**src/pos_rx_pkg.sv**
```systemverilog
/*
  Holds the shared constants of the packet receive link: widths, FIFO depth,
  clock rates, link clock divider and the word layout kept in the FIFO.
  Assumes both ends are clocked by ref_clk at 200 MHz and reset by rstn.
*/
// Functional notes
// - valid strobe qualifies data, start, end, error, pad
// - parity holds meaning whatever the valid strobe
// - valid strobe tristated outside packet mode
// - valid strobe enabled exactly like data bus
// - config zero: valid follows FIFO occupancy only
// - read of empty FIFO drops valid strobe
// - read of empty FIFO leaves FIFO untouched
// - host ignores outputs other than end flag while valid is low
// - underflow raises no error, nothing counted
// - config one: pause after last word of packet
// - host tells pause from empty by end flag
// - after pause host drops read enable, reselects; host here only drops read enable, it has no port select
// - after empty host may keep read enable
// - reading resumes once FIFO holds new data
// - valid strobe changes only at link rising edge
// - end flag marks final word of each packet
// - error flag only with end flag on final word
// - pad count zero unless end flag high
package pos_rx_pkg;

  // ---------------------------------------------------------------
  // widths and depths
  // ---------------------------------------------------------------
  localparam int DATA_W     = 32;
  localparam int PAD_W      = 3;
  localparam int FIFO_DEPTH = 4;
  localparam int PTR_W      = 2;

  // word layout inside the FIFO: {err, eop, sop, pad, data}
  localparam int DATA_LSB = 0;
  localparam int PAD_LSB  = DATA_W;
  localparam int SOP_BIT  = DATA_W + PAD_W;
  localparam int EOP_BIT  = SOP_BIT + 1;
  localparam int ERR_BIT  = EOP_BIT + 1;
  localparam int WORD_W   = ERR_BIT + 1;

  // ---------------------------------------------------------------
  // timing
  // ---------------------------------------------------------------
  localparam int REF_PERIOD_NS  = 5;
  localparam int LINK_HALF_NS   = 80;
  localparam int LINK_HALF_CYC  = (LINK_HALF_NS / REF_PERIOD_NS < 1) ? 1 : LINK_HALF_NS / REF_PERIOD_NS;
  localparam int DIV_W          = 5;

  // reset values
  localparam logic [DATA_W-1:0] DATA_RST = 32'h0000_0000;
  localparam logic [PAD_W-1:0]  PAD_ZERO = 3'h0;

endpackage

```
**src/pos_rx_if.sv**
```systemverilog
/*
  Holds the link between the receive device end and the link layer end.
  Assumes the link layer end makes the interface clock; every tristatable
  output of the device comes with one shared enable, high while driven.
*/
interface pos_rx_if;
  import pos_rx_pkg::*;

  logic              rx_interface_clock;
  logic              rx_read_enable;
  logic [DATA_W-1:0] rx_word_bus;
  logic              rx_word_valid;
  logic              rx_start_of_packet;
  logic              rx_end_of_packet;
  logic              rx_packet_error;
  logic [PAD_W-1:0]  rx_pad_byte_count;
  logic              rx_word_parity;
  logic              rx_drive_oe;

  modport device_mp (
    input  rx_interface_clock,
    input  rx_read_enable,
    output rx_word_bus,
    output rx_word_valid,
    output rx_start_of_packet,
    output rx_end_of_packet,
    output rx_packet_error,
    output rx_pad_byte_count,
    output rx_word_parity,
    output rx_drive_oe
  );

  modport host_mp (
    output rx_interface_clock,
    output rx_read_enable,
    input  rx_word_bus,
    input  rx_word_valid,
    input  rx_start_of_packet,
    input  rx_end_of_packet,
    input  rx_packet_error,
    input  rx_pad_byte_count,
    input  rx_word_parity,
    input  rx_drive_oe
  );
endinterface

```
**src/pos_rx_device.sv**
```systemverilog
/*
  Holds the device end: a small receive FIFO and the logic that presents
  its words on the link with the valid strobe and packet flags.
  Assumes the link clock arrives from the far end and is sampled by ref_clk;
  the far end changes read enable away from the link rising edge.
*/

// ---------------------------------------------------------------
// flop based FIFO with valid/ready on both sides
// ---------------------------------------------------------------
module rx_word_fifo #(
  parameter int WIDTH = 8,
  parameter int DEPTH = 4,
  parameter int AW    = 2
) (
  input  wire logic             ref_clk,
  input  wire logic             rstn,
  input  wire logic             in_valid,
  output logic                  in_ready,
  input  wire logic [WIDTH-1:0] in_data,
  output logic                  out_valid,
  input  wire logic             out_ready,
  output logic [WIDTH-1:0]      out_data
);
  logic [WIDTH-1:0] mem_r [DEPTH];
  logic [AW-1:0]    wr_ptr_r;
  logic [AW-1:0]    rd_ptr_r;
  logic [AW:0]      count_r;
  wire              push;
  wire              pop;

  // honest full and empty from the fill count
  assign in_ready  = (count_r != (AW+1)'(DEPTH)); // full only at DEPTH words
  assign out_valid = (count_r != '0);
  assign out_data  = mem_r[rd_ptr_r];
  assign push      = in_valid & in_ready;
  assign pop       = out_valid & out_ready;

  // storage, written only on a push
  always_ff @(posedge ref_clk) begin
    if (push) begin
      mem_r[wr_ptr_r] <= in_data;
    end
  end

  // pointers and fill count; an empty pop moves nothing
  always_ff @(posedge ref_clk or negedge rstn) begin
    if (!rstn) begin
      wr_ptr_r <= '0;
      rd_ptr_r <= '0;
      count_r  <= '0;
    end else begin
      wr_ptr_r <= push ? AW'(wr_ptr_r + 1'b1) : wr_ptr_r;
      rd_ptr_r <= pop ? AW'(rd_ptr_r + 1'b1) : rd_ptr_r;
      count_r  <= (AW+1)'(count_r + push - pop);
    end
  end
endmodule

// ---------------------------------------------------------------
// device end of the receive link
// ---------------------------------------------------------------
module pos_rx_device
  import pos_rx_pkg::*;
(
  input  wire logic              ref_clk,
  input  wire logic              rstn,
  pos_rx_if.device_mp            lnk,
  input  wire logic              wr_valid,
  output logic                   wr_ready,
  input  wire logic [DATA_W-1:0] wr_data,
  input  wire logic              wr_sop,
  input  wire logic              wr_eop,
  input  wire logic              wr_err,
  input  wire logic [PAD_W-1:0]  wr_pad,
  input  wire logic              packet_mode,
  input  wire logic              port_selected,
  input  wire logic              valid_boundary_pause_cfg,
  input  wire logic              parity_odd_cfg
);

  // ---------------------------------------------------------------
  // state
  // ---------------------------------------------------------------
  logic              clk_s1_r;
  logic              clk_s2_r;
  logic              clk_s3_r;
  logic              ren_s1_r;
  logic              ren_s2_r;
  logic              pause_r;
  logic [DATA_W-1:0] data_r;
  logic              valid_r;
  logic              sop_r;
  logic              eop_r;
  logic              err_r;
  logic [PAD_W-1:0]  pad_r;
  logic              parity_r;
  logic              oe_r;

  logic              fifo_out_valid;
  logic [WORD_W-1:0] fifo_out_data;
  logic [WORD_W-1:0] fifo_in_data;

  // ---------------------------------------------------------------
  // decode
  // ---------------------------------------------------------------
  wire              link_rise;
  wire              take_word;
  wire              empty_read;
  wire              f_sop;
  wire              f_eop;
  wire              f_err;
  wire [PAD_W-1:0]  f_pad;
  wire [DATA_W-1:0] f_data;
  wire              drive_en;

  // one tick per link rising edge, seen after two sync flops
  assign link_rise  = clk_s2_r & ~clk_s3_r;
  // one enabled link cycle asks for one word, none during a pause
  assign take_word  = link_rise & ren_s2_r & ~pause_r & fifo_out_valid;
  assign empty_read = link_rise & ren_s2_r & ~pause_r & ~fifo_out_valid;
  assign f_data     = fifo_out_data[DATA_LSB +: DATA_W];
  assign f_pad      = fifo_out_data[PAD_LSB +: PAD_W];
  assign f_sop      = fifo_out_data[SOP_BIT];
  assign f_eop      = fifo_out_data[EOP_BIT];
  assign f_err      = fifo_out_data[ERR_BIT];
  assign fifo_in_data = {wr_err, wr_eop, wr_sop, wr_pad, wr_data};
  // every output, valid included, uses the same enable
  assign drive_en   = packet_mode & port_selected;

  // ---------------------------------------------------------------
  // receive buffer
  // ---------------------------------------------------------------
  rx_word_fifo #(
    .WIDTH (WORD_W),
    .DEPTH (FIFO_DEPTH),
    .AW    (PTR_W)
  ) u_fifo (
    .ref_clk   (ref_clk),
    .rstn      (rstn),
    .in_valid  (wr_valid),
    .in_ready  (wr_ready),
    .in_data   (fifo_in_data),
    .out_valid (fifo_out_valid),
    .out_ready (take_word),
    .out_data  (fifo_out_data)
  );

  // ---------------------------------------------------------------
  // link input synchronisers
  // ---------------------------------------------------------------
  // clock and read enable pass two flops before use
  always_ff @(posedge ref_clk or negedge rstn) begin
    if (!rstn) begin
      clk_s1_r <= 1'b0;
      clk_s2_r <= 1'b0;
      clk_s3_r <= 1'b0;
      ren_s1_r <= 1'b0;
      ren_s2_r <= 1'b0;
    end else begin
      clk_s1_r <= lnk.rx_interface_clock;
      clk_s2_r <= clk_s1_r;
      clk_s3_r <= clk_s2_r;
      ren_s1_r <= lnk.rx_read_enable;
      ren_s2_r <= ren_s1_r;
    end
  end

  // ---------------------------------------------------------------
  // packet boundary pause
  // ---------------------------------------------------------------
  // set after the last word when pausing is configured, left
  // once the far end shows read enable low at a link edge
  always_ff @(posedge ref_clk or negedge rstn) begin
    if (!rstn) begin
      pause_r <= 1'b0;
    end else if (take_word & f_eop & valid_boundary_pause_cfg) begin
      pause_r <= 1'b1;
    end else if (link_rise & ~ren_s2_r) begin
      pause_r <= 1'b0;
    end
  end

  // ---------------------------------------------------------------
  // word and flag outputs, changed only on a link rising edge
  // ---------------------------------------------------------------
  always_ff @(posedge ref_clk or negedge rstn) begin
    if (!rstn) begin
      data_r  <= DATA_RST;
      valid_r <= 1'b0;
      sop_r   <= 1'b0;
      eop_r   <= 1'b0;
      err_r   <= 1'b0;
      pad_r   <= PAD_ZERO;
    end else if (take_word) begin
      data_r  <= f_data;
      valid_r <= 1'b1;
      sop_r   <= f_sop;
      eop_r   <= f_eop;
      err_r   <= f_err & f_eop;
      pad_r   <= f_eop ? f_pad : PAD_ZERO;
    end else if (empty_read) begin
      valid_r <= 1'b0;
      eop_r   <= 1'b0;             // empty shows end low
      err_r   <= 1'b0;
      sop_r   <= 1'b0;
      pad_r   <= PAD_ZERO;
    end else if (link_rise) begin
      valid_r <= 1'b0;
      eop_r   <= eop_r & pause_r;  // pause keeps end high
      err_r   <= err_r & pause_r;
      sop_r   <= 1'b0;
      pad_r   <= pause_r ? pad_r : PAD_ZERO;
    end
  end

  // ---------------------------------------------------------------
  // parity and drive enable
  // ---------------------------------------------------------------
  // parity follows the data register, whatever the valid strobe
  always_ff @(posedge ref_clk or negedge rstn) begin
    if (!rstn) begin
      parity_r <= 1'b0;
      oe_r     <= 1'b0;
    end else begin
      parity_r <= (^data_r) ^ parity_odd_cfg;
      oe_r     <= drive_en;
    end
  end

  // ---------------------------------------------------------------
  // link outputs
  // ---------------------------------------------------------------
  assign lnk.rx_word_bus        = data_r;
  assign lnk.rx_word_valid      = valid_r;
  assign lnk.rx_start_of_packet = sop_r;
  assign lnk.rx_end_of_packet   = eop_r;
  assign lnk.rx_packet_error    = err_r;
  assign lnk.rx_pad_byte_count  = pad_r;
  assign lnk.rx_word_parity     = parity_r;
  assign lnk.rx_drive_oe        = oe_r;

endmodule

```
**src/flat_wrapper.sv**
```systemverilog
// flat-port wrapper written by rule: the top's interface ports become plain ports
module pos_rx_device_flat import pos_rx_pkg::*;
  (ref_clk, rstn, wr_valid, wr_ready, wr_data, wr_sop, wr_eop, wr_err, wr_pad, packet_mode, port_selected, valid_boundary_pause_cfg, parity_odd_cfg, lnk_rx_interface_clock, lnk_rx_read_enable, lnk_rx_word_bus, lnk_rx_word_valid, lnk_rx_start_of_packet, lnk_rx_end_of_packet, lnk_rx_packet_error, lnk_rx_pad_byte_count, lnk_rx_word_parity, lnk_rx_drive_oe);
  pos_rx_if lnk_i ();
  input  wire logic ref_clk;
  input  wire logic rstn;
  input  wire logic wr_valid;
  output logic wr_ready;
  input  wire logic [DATA_W-1:0] wr_data;
  input  wire logic wr_sop;
  input  wire logic wr_eop;
  input  wire logic wr_err;
  input  wire logic [PAD_W-1:0] wr_pad;
  input  wire logic packet_mode;
  input  wire logic port_selected;
  input  wire logic valid_boundary_pause_cfg;
  input  wire logic parity_odd_cfg;
  input wire logic [$bits(lnk_i.rx_interface_clock)-1:0] lnk_rx_interface_clock;
  input wire logic [$bits(lnk_i.rx_read_enable)-1:0] lnk_rx_read_enable;
  output wire logic [$bits(lnk_i.rx_word_bus)-1:0] lnk_rx_word_bus;
  output wire logic [$bits(lnk_i.rx_word_valid)-1:0] lnk_rx_word_valid;
  output wire logic [$bits(lnk_i.rx_start_of_packet)-1:0] lnk_rx_start_of_packet;
  output wire logic [$bits(lnk_i.rx_end_of_packet)-1:0] lnk_rx_end_of_packet;
  output wire logic [$bits(lnk_i.rx_packet_error)-1:0] lnk_rx_packet_error;
  output wire logic [$bits(lnk_i.rx_pad_byte_count)-1:0] lnk_rx_pad_byte_count;
  output wire logic [$bits(lnk_i.rx_word_parity)-1:0] lnk_rx_word_parity;
  output wire logic [$bits(lnk_i.rx_drive_oe)-1:0] lnk_rx_drive_oe;
  assign lnk_i.rx_interface_clock = lnk_rx_interface_clock;
  assign lnk_i.rx_read_enable = lnk_rx_read_enable;
  assign lnk_rx_word_bus = lnk_i.rx_word_bus;
  assign lnk_rx_word_valid = lnk_i.rx_word_valid;
  assign lnk_rx_start_of_packet = lnk_i.rx_start_of_packet;
  assign lnk_rx_end_of_packet = lnk_i.rx_end_of_packet;
  assign lnk_rx_packet_error = lnk_i.rx_packet_error;
  assign lnk_rx_pad_byte_count = lnk_i.rx_pad_byte_count;
  assign lnk_rx_word_parity = lnk_i.rx_word_parity;
  assign lnk_rx_drive_oe = lnk_i.rx_drive_oe;
  pos_rx_device u_core (.ref_clk(ref_clk), .rstn(rstn), .lnk(lnk_i), .wr_valid(wr_valid), .wr_ready(wr_ready), .wr_data(wr_data), .wr_sop(wr_sop), .wr_eop(wr_eop), .wr_err(wr_err), .wr_pad(wr_pad), .packet_mode(packet_mode), .port_selected(port_selected), .valid_boundary_pause_cfg(valid_boundary_pause_cfg), .parity_odd_cfg(parity_odd_cfg));
endmodule
```
**config.mk**
```make
export PLATFORM = sky130hd
export DESIGN_NAME = pos_rx_device_flat
export DESIGN_NICKNAME = d
export VERILOG_FILES = /design/src/pos_rx_pkg.sv /design/src/pos_rx_if.sv /design/src/pos_rx_device.sv /design/src/flat_wrapper.sv
export SDC_FILE = /design/constraint.sdc
export NUM_CORES = 1
export LEC_CHECK = 0
export ABC_AREA = 1
export BUFFER_PORTS_ARGS = -buffer_cell sky130_fd_sc_hd__buf_2
export CORE_ASPECT_RATIO = 0.9
export CORE_MARGIN = 2
export CORE_UTILIZATION = 60
export CTS_BUF_LIST = sky130_fd_sc_hd__clkbuf_4
export DETAILED_ROUTE_END_ITERATION = 16
export PLACE_DENSITY = 0.89
export RECOVER_POWER = 25
export SYNTH_ARGS = -nofsm -noshare
export SYNTH_HDL_FRONTEND = slang
export SYNTH_SLANG_ARGS = --single-unit
```
**constraint.sdc**
```tcl
create_clock -name ref_clk -period 7.5 [get_ports ref_clk]
set_input_delay 0 -clock ref_clk [delete_from_list [all_inputs] [get_ports ref_clk]]
set_output_delay 0 -clock ref_clk [all_outputs]
set_load 0.02 [all_outputs]
```
==> results of run 1 <==
## final cells by class
type	count	area (um^2)
inverters	58	219
clock inverters	12	98.8
clock buffers	82	616
repair buffers	143	936
fillers	947	3680
well taps	193	241
multi-input cells	482	2350
flip-flops and latches	206	5920
## metal layers
layer,wire [um],vias to the layer above,track usage [%]
li1,-,3003,-
met1,7780,2995,32.9
met2,9560,244,42.0
met3,1270,34,5.36
met4,312,0,9.24
met5,0,-,0
## through the flow
step / total power, W / std cells / hold WS, ps / cell area, um^2
floorplan: 0.00286 / 778 / -296 / 8670
global placement: 0.00321 / 1034 / 110 / 9220
detailed placement: 0.00330 / 1034 / 110 / 9220
CTS: 0.00433 / 1176 / 30.9 / 10400
global route: 0.00462 / 1176 / 63.8 / 10400
finish: 0.00433 / 1176 / 36.7 / 10400
## cell families after synthesis
| family | share of synthesized area [%] |
|---|---|
| fa+ha+maj | 1.10 |
| xor+xnor | 0.404 |
| flops | 68.2 |
| compound gates | 10.3 |
| simple gates | 15.0 |
| buf+inv | 5.04 |
## Yosys cell counts
cell	instances
edfxtp_1	152
buf_8	1
o22ai_1	37
buf_2	10
nand2_4	1
dfrtp_1	54
nor2_4	1
o21ai_1	26
clkinv_2	1
a32o_1	1
buf_4	7
a22o_1	4
xnor2_1	2
nand2_1	206
a21oi_1	2
xor2_1	2
o21ai_0	65
o21ai_2	17
nor2_1	84
nand3_1	6
inv_2	5
nor2_2	1
clkbuf_1	10
nand2_2	18
buf_6	2
nor3_4	1
nor2_8	1
fa_1	1
inv_1	52
buf_12	2
ha_1	6
## worst reg2reg max path, delay by kind of cell (launching register included)
family | cells | cell delay (ps)
AND/OR/NAND/NOR | 4 | 1140
adder cells (fa/ha/maj) | 3 | 970
flip-flops | 1 | 400
buffers and inverters | 3 | 200
XOR/XNOR | 1 | 190
## where the power goes
group | switching (W) | total, W | internal [W]
Sequential | 0.000152 | 0.00168 | 0.00153
Combinational | 0.00113 | 0.00164 | 0.000510
Clock | 0.000448 | 0.00101 | 0.000563
Total | 0.00173 | 0.00433 | 0.00260
## final timing paths
| kind | from | to | cells past startpoint |
|---|---|---|---|
| worst max-delay path | u_core.clk_s3_r | u_core.u_fifo.count_r[2] | 11 |
| worst min-delay path | rstn | u_core.lnk.rx_start_of_packet | 3 |
| worst max register to register | u_core.clk_s3_r | u_core.u_fifo.count_r[2] | 11 |
| worst min register to register | u_core.ren_s1_r | u_core.ren_s2_r | 0 |
| max in group asynchronous | rstn | u_core.u_fifo.rd_ptr_r[0] | 3 |
| min in group ref_clk | valid_boundary_pause_cfg | u_core.pause_r | 4 |
## flip-flops by register name (all words and copies together), names as in the netlist, 2 cells and up
signal,flops
u_core.lnk.rx_word_bus,32
u_core.u_fifo.mem_r,152
u_core.u_fifo.count_r,3
u_core.lnk.rx_pad_byte_count,3
u_core.u_fifo.wr_ptr_r,2
u_core.u_fifo.rd_ptr_r,2
## repair_timing
item,in CTS,in global routing
hold buffers,48,0
resized for setup,0,0
endpoints found under the hold margin,213,0
==> impl_results.md, run 1 <==
- Outcome: completed
- Worst path max stage delay: 830 ps
- Unrepaired setup endpoints after global routing: no
- Grt ovf: 0
- Post-route setup TNS: 0 ps
- Post-Syn Instances: 778
- Yosys synthesis warning count: 0
- Unique masters post-synth: 31
- P&R area growth vs syn: 19.7%
- CTS Buf Count: 50
- Total iterations of the first detailed-routing run: 5
- Post-Syn Area per Cell: 11.1 um^2
- CTS Root Cell: clkbuf_4
- Mapped Nets: 832
- Final period utilization: 39.7%
- Most common cell after layout, fill and taps aside: nand2_1
- Starting density of the core: 61.7%
- Post-route DRC: 0
- Final Hold Fails: 0
- Die height: 118 um
- N_diodes: 0
- Critical path required time: 8080 ps
- Worst Clk Skew: 48.1 ps
- Row Count: 41
- Layout cells sized above 1: 20.7%
- Achievable Freq: 0.336 GHz
- R2R Setup Slk: 4530 ps
- Slowest CP cell: nor2_8
- Mapped cell area: 8670 um^2
- Maximum VDD drop: 0.000316 V
- Seq/Total Area, Yosys: 68.2%
- Vias in the first global route: 6,305
- CP Launch Type: flip-flop
- Worst slew pin tran: 1260 ps
- CTS sink count: 206
- Slew HR: 15.8%
- Setup slack after placement: 4490 ps
- DIE AREA: 15,400 um^2
- CTS Buffer Depth: 3
- Worst Path Buf+Inv: 3
- # IOs: 89
- #FFs+latches synth: 206
- GRT Util Overall: 25.3%
- Largest net degree at the start of global routing: 80
- Crit end category: flip-flop
- DR iter-0 viols: 632
- Crit-path cells: nor2_4 > nand2_2 > clkinv_2 > nand2_4 > nor2_8 > ha_1 > inv_1 > ha_1 > inv_1 > fa_1 > xnor2_1
- Post-synth top area share: 52.6%
- Area of the core: 14,100 um^2
- CTS tree: built
- Final nets: 995
- Htree depth: 2
- HP Class: in -> async
- Minimum clock period: 2970 ps
- Most frequent cells in the layout: nand2_1 (206), edfxtp_1 (152), clkbuf_4 (82), nor2_1 (80), o21ai_0 (65)
- Cell Pwr Density: 418 nW/um^2
- Postcts setup bufs: 0
- Final Worst Setup Slack: 4530 ps
- Die width: 131 um
- Buffers on Ports: 88
- First-pass GRT wire length: 30,000 um
- Wirelength, routed: 18,900 um
- CP Data Arrival Time: 3550 ps
- Post-DP HPWL: 10,600 um
- Max cap viols: 0
- Critical setup path kind: reg -> reg
- Detail Route Antenna Nets: 0
- GPL Wtd Cong: 0.758
- Crit path max-delay family: simple AND/OR/NAND/NOR gates
- Clk slew on worst S/H paths: 70 ps
- Final core occ: 73.8%
- Fin. max-slew vios: 0
- Via count: 6,276
- Critical Path Fanout Max: 69
- Lkg Pwr: 4.32 nW
- DR WL/cell: 16.1 um
- Synth top area cells: edfxtp_1 (53%), dfrtp_1 (16%), nand2_1 (8.9%)
- Top cell type by total area after synthesis: edfxtp_1
- Setup violators final: 0
- Clk Latency, worst-skew pair: 670 ps
- DR vias/cell: 5.34
- Initial antenna violation count: 0
Note: power is estimated with default switching activity, not from simulation.
==> run 2: changes to the inputs <==
==> constraint.sdc (replaced) <==
create_clock -name ref_clk -period 3 [get_ports ref_clk]
set_input_delay 0 -clock ref_clk [delete_from_list [all_inputs] [get_ports ref_clk]]
set_output_delay 0 -clock ref_clk [all_outputs]
set_load 0.02 [all_outputs]
==> impl_results.md, run 2 (same netlist as run 1, synthesis figures left out) <==
- GPL Wtd Cong: 0.775
- Slew HR: 39.5%
- Final core occ: 73.8%
- Post-route DRC: 0
- Number of flip-flops in the largest register: 152
- Wirelength, routed: 20,400 um
- Critical setup path kind: reg -> reg
- Maximum VDD drop: 0.000619 V
- Most frequent cells in the layout: nand2_1 (206), edfxtp_1 (152), nor2_1 (80), clkbuf_4 (78), o21ai_0 (65)
- Lkg Pwr: 4.32 nW
- Layout cells sized above 1: 20.2%
- # IOs: 89
- Critical path required time: 3510 ps
- Fin Hold WS: 49.9 ps
- Row Count: 41
- Reg-to-reg endpoint: u_core.u_fifo.count_r[2]
- Setup violators final: 0
- Unrepaired setup endpoints after global routing: no
- Most common cell after layout, fill and taps aside: nand2_1
- DR WL/cell: 17.2 um
- CTS Buf Count: 50
- Worst path max stage delay: 460 ps
- Achievable Freq: 0.439 GHz
- Worst path depth: 9
- Crit end category: flip-flop
- P&R area growth vs syn: 19.7%
- Critical Path Fanout Max: 8
- DIE AREA: 15,400 um^2
- GRT Util Overall: 27.5%
- Detail Route Antenna Nets: 0
- Htree depth: 2
- Worst R2R Start: u_core.u_fifo.count_r[1]
- Hold_buf cts: 49
- CTS Buffer Depth: 3
- Max cap viols: 0
- Die height: 118 um
- M1 WL: 7960 um
- Crit path max-delay family: adder cells
- DR iter-0 viols: 779
- Clk slew on worst S/H paths: 70 ps
- Final period utilization: 75.9%
- Clk Latency, worst-skew pair: 650 ps
- Via count: 6,508
- Fin. max-slew vios: 0
- Starting density of the core: 61.7%
- WHS Path Cells: 3
- Buffers on Ports: 88
- CTS Root Cell: clkbuf_4
- HP Class: in -> reg
- Final nets: 1,002
- Worst slew pin tran: 907 ps
- Routed wl met2: 10,200 um
- Resized cells post-CTS: 0
- First-pass GRT wire length: 32,500 um
- Worst Path Buf+Inv: 2
- Worst Clk Skew: 36.6 ps
- CP Data Arrival Time: 2780 ps
- Reg with most FFs: u_core.u_fifo.mem_r
- Cell Pwr Density: 1040 nW/um^2
- Initial antenna violation count: 0
- Area of the core: 14,100 um^2
- Final Hold Fails: 0
- Vias in the first global route: 6,511
- Die width: 131 um
- Routed wl met3: 1680 um
- Hold_sp: wr_valid
- Slowest CP cell: dfrtp_1
- N_diodes: 0
- CTS tree: built
- Worst Hold Endpoint: u_core.u_fifo.wr_ptr_r[0]
- Outcome: completed
- CP Launch Type: flip-flop
- Top sig layer: met4
- Minimum clock period: 2280 ps
- Total iterations of the first detailed-routing run: 5
- CTS sink count: 206
- Post-route setup TNS: 0 ps
- R2R Setup Slk: 720 ps
- DR vias/cell: 5.50
- Post-DP HPWL: 12,100 um
- Postcts setup bufs: 0
- Grt ovf: 0
- FF-to-FF path depth: 9
- Largest net degree at the start of global routing: 79
- Crit-path cells: nor2_1 > nand2_1 > nand2_1 > ha_1 > inv_1 > ha_1 > inv_1 > fa_1 > xnor2_1
==> run 2: worst max-delay path by stage <==
stage | startpoint | endpoint | slack (ps)
after floorplan | u_core.u_fifo.count_r[1] | u_core.u_fifo.mem_r[0][0] | 50
after global placement | u_core.u_fifo.count_r[1] | u_core.u_fifo.count_r[2] | 810
after detailed placement | u_core.u_fifo.count_r[1] | u_core.u_fifo.count_r[2] | 750
after CTS | u_core.u_fifo.count_r[1] | u_core.u_fifo.count_r[2] | 720
after global routing | u_core.u_fifo.count_r[1] | u_core.u_fifo.count_r[2] | 600
final | u_core.u_fifo.count_r[1] | u_core.u_fifo.count_r[2] | 720
==> run 2: cell type report <==
cell class / count / area [um^2]
timing repair buffer: 150 / 1000
inverter: 58 / 219
fill: 920 / 3680
multi-input combinational: 482 / 2350
clock inverter: 16 / 61.3
clock buffer: 78 / 586
sequential: 206 / 5920
tap: 193 / 241
==> run 2: through the flow <==
step / worst slack, ps / cells / instance area [um^2] / power, W
after floorplan: 50.3 / 778 / 8670 / 0.00715
after global placement: 814 / 1040 / 9280 / 0.00810
after detailed placement: 746 / 1040 / 9280 / 0.00834
after CTS: 718 / 1183 / 10400 / 0.0107
after global routing: 597 / 1183 / 10400 / 0.0115
final: 723 / 1183 / 10400 / 0.0107
==> run 2: per-layer routing <==
layer / track usage, % / vias up
li1: - / 3020
met1: 35.5 / 3100
met2: 44.9 / 331
met3: 6.27 / 57
met4: 11.8 / 0
met5: 0 / -
==> run 2: power by group <==
part	switching, W	internal (W)
clock	0.00111	0.00119
sequential	0.000386	0.00382
combinational	0.00294	0.00131
==> run 2: tightest hold or removal path, cell delays in order <==
cell	delay (ps)
buf_2	100
nand2_1	390
xor2_1	130
==> run 3: changes to the inputs <==
--- a/config.mk
+++ b/config.mk
@@ -5,14 +5,14 @@
 export SDC_FILE = /design/constraint.sdc
 export NUM_CORES = 1
 export LEC_CHECK = 0
-export ABC_AREA = 1
+export ABC_AREA = 0
 export BUFFER_PORTS_ARGS = -buffer_cell sky130_fd_sc_hd__buf_2
 export CORE_ASPECT_RATIO = 0.9
 export CORE_MARGIN = 2
 export CORE_UTILIZATION = 60
 export CTS_BUF_LIST = sky130_fd_sc_hd__clkbuf_4
 export DETAILED_ROUTE_END_ITERATION = 16
-export PLACE_DENSITY = 0.89
+export PLACE_DENSITY = 0.9
 export RECOVER_POWER = 25
 export SYNTH_ARGS = -nofsm -noshare
 export SYNTH_HDL_FRONTEND = slang
==> constraint.sdc (replaced) <==
create_clock -name ref_clk -period 2.21 [get_ports ref_clk]
set_input_delay 0 -clock ref_clk [delete_from_list [all_inputs] [get_ports ref_clk]]
set_output_delay 0 -clock ref_clk [all_outputs]
set_load 0.02 [all_outputs]
==> impl_results.md, run 3 <==
- Reg-to-reg endpoint: u_core.u_fifo.count_r[2]
- Achievable Freq: 0.466 GHz
- Ys flop type: edfxtp_1
- Unique masters post-synth: 28
- Cell Pwr Density: 1470 nW/um^2
- Worst R2R Start: u_core.u_fifo.count_r[1]
- Crit end category: flip-flop
- Htree depth: 2
- Synth cell count leaders: edfxtp_1 (152), dfrtp_1 (54), mux4_2 (38), mux2_2 (32), xnor2_1 (30)
- Yosys synthesis warning count: 0
- Max cap viols: 0
- Setup violators final: 0
- CTS Buf Count: 48
- Post-DP HPWL: 9060 um
- DR vias/cell: 5.53
- Most common cell after layout, fill and taps aside: edfxtp_1
- Die height: 112 um
- DR iter-0 viols: 327
- Reg with most FFs: u_core.u_fifo.mem_r
- Crit path max-delay family: adder cells
- DIE AREA: 14,000 um^2
- Grt ovf: 0
- Worst path max stage delay: 420 ps
- Clk slew on worst S/H paths: 70 ps
- Clk Latency, worst-skew pair: 600 ps
- CP Launch Type: flip-flop
- Wirelength, routed: 16,000 um
- Top cell type by total area after synthesis: edfxtp_1
- Multi-input gate area: 1860 um^2
- CTS tree: built
- Worst Path Buf+Inv: 2
- Critical path required time: 2730 ps
- Hold_sp: lnk_rx_interface_clock
- Final Worst Setup Slack: 62.8 ps
- DR WL/cell: 21.1 um
- Unrepaired setup endpoints after global routing: no
- Fin. max-slew vios: 0
- Starting density of the core: 61.6%
- First-pass GRT wire length: 24,800 um
- Final nets: 607
- Post-synth top area share: 58.2%
- Slew HR: 62.4%
- CTS Buffer Depth: 3
- Worst slew pin tran: 563 ps
- Die width: 125 um
- Area of the core: 12,700 um^2
- Post-Syn Area per Cell: 21.4 um^2
- Mapped Nets: 420
- Initial antenna violation count: 2
- FF+latch area: 5920 um^2
- Synth top area cells: edfxtp_1 (58%), dfrtp_1 (17%), mux4_2 (11%)
- Lkg Pwr: 3.63 nW
- Final Hold Fails: 0
- GRT Util Overall: 23.5%
- WHS Path Cells: 2
- Most common cell on crit path: inv_1
- FF-to-FF path depth: 9
- Vias in the first global route: 4,654
- Fin Hold WS: 62.3 ps
- Critical setup path kind: reg -> reg
- Row Count: 39
- Via count: 4,180
- Number of flops mapped to enable cells by yosys: 152
- Outcome: completed
- Worst Hold Endpoint: u_core.clk_s1_r
- Final core occ: 76.3%
- Fillers: 723
- CTS Root Cell: clkbuf_4
- Largest net degree at the start of global routing: 42
- Minimum clock period: 2150 ps
- CTS sink count: 206
- Post-route setup TNS: 0 ps
- HP Class: in -> reg
- Async SR Flop Fraction: 26.2%
- Critical Path Fanout Max: 3
- Number of flip-flops in the largest register: 152
- Buffers on Ports: 88
- Setup slack after placement: -1.71 ps
- Post-route DRC: 0
- Worst Clk Skew: 23.1 ps
- CP Data Arrival Time: 2660 ps
- Total iterations of the first detailed-routing run: 4
- GPL Wtd Cong: 0.753
- #FFs+latches synth: 206
- Mapped cell area: 7850 um^2
- Most frequent cells in the layout: edfxtp_1 (152), clkbuf_4 (75), buf_2 (58), dfrtp_1 (52), dlygate4sd3_1 (46)
- Crit-path cells: o31ai_2 > nor2_4 > ha_4 > inv_1 > ha_1 > inv_1 > fa_2 > xnor2_2 > xnor2_1
- Seq/Total Area, Yosys: 75.4%
- Count leader, synth: edfxtp_1
- Detail Route Antenna Nets: 0
- Slowest CP cell: dfrtp_1
- # IOs: 89
- Post-Syn Instances: 366
- Final period utilization: 97.2%
- Overall power: 0.0143 W
- Maximum VDD drop: 0.000910 V
- Layout cells sized above 1: 40.2%
- P&R area growth vs syn: 23.8%
- R2R Setup Slk: 60 ps
[run 3: cell types whose count changed after synthesis, moves of 6 or more]
cell / change
inv_1: -45
o21ai_1: -25
mux2_2: +32
mux4_2: +38
nand2_1: -200
xnor2_1: +28
o21ai_2: -17
nand3_1: -6
o21ai_0: -63
nor2_1: -83
nand2_2: -18
o22ai_1: -37
clkbuf_1: -6
[run 3: where the power goes]
part / switching (W) / total [W] / internal, W
sequential: 0.000589 / 0.00584 / 0.00525
combinational: 0.00261 / 0.00534 / 0.00273
clock: 0.00143 / 0.00309 / 0.00166
total: 0.00463 / 0.0143 / 0.00964
[run 3: worst max path at each step]
| stage | slack, ps | cells past startpoint | from | endpoint |
|---|---|---|---|---|
| final | 60 | 9 | u_core.u_fifo.count_r[1] | u_core.u_fifo.count_r[2] |
| after global routing | 0.007 | 10 | u_core.clk_s3_r | u_core.u_fifo.count_r[2] |
| after CTS | 50 | 11 | u_core.u_fifo.count_r[1] | u_core.u_fifo.count_r[2] |
| after detailed placement | -2 | 9 | u_core.u_fifo.count_r[1] | u_core.u_fifo.count_r[2] |
| after global placement | 160 | 9 | u_core.u_fifo.count_r[1] | u_core.u_fifo.count_r[2] |
| after floorplan | -50 | 12 | u_core.clk_s3_r | u_core.u_fifo.count_r[2] |
[run 3: area by class of cell]
type                            instances  area share, %
Antenna cell                            2         0.0515
Clock inverter                         12          0.734
Multi-Input combinational cell        139           19.1
Clock buffer                           75           5.80
Tap cell                              164           2.11
Timing Repair Buffer                  151           11.0
Sequential cell                       206           60.9
Inverter                                7          0.270
[run 3: logic make-up (layout without fill, tap and decap cells)]
group,Yosys count,after routing,share of synthesized area (%)
DFF,206,206,75.4
muxes,70,70,15.5
xor gates and xnor gates,36,36,4.29
buffers and inverters,21,245,1.47
and+or+nand+nor,16,16,1.12
AOI/OAI and AO/OA,10,10,1.00
adders and majority gates,7,7,1.21
other,0,2,0
[run 3: through the flow]
step	cell area (um^2)	cells
finish	9710	756
detailed placement	8600	618
CTS	9730	753
global placement	8600	618
global route	9710	756
floorplan	7870	366
[run 3: timing repair]
action	in CTS	in global routing
endpoints found under the hold margin	212	0
pin swaps	0	4
setup buffers	1	1
hold buffers	47	0
endpoints found under the setup margin	1	1
gates resized for setup	2	3
[run 3: routing by layer]
layer  up-vias  global-route usage, %  part of all wire (%)
met1      2171                   27.8                    39
met2       144                   42.7                    54
li1       1845                      -                     -
met4         0                   8.01                   1.4
met3        20                   5.53                   5.7
met5         -                      0                     0
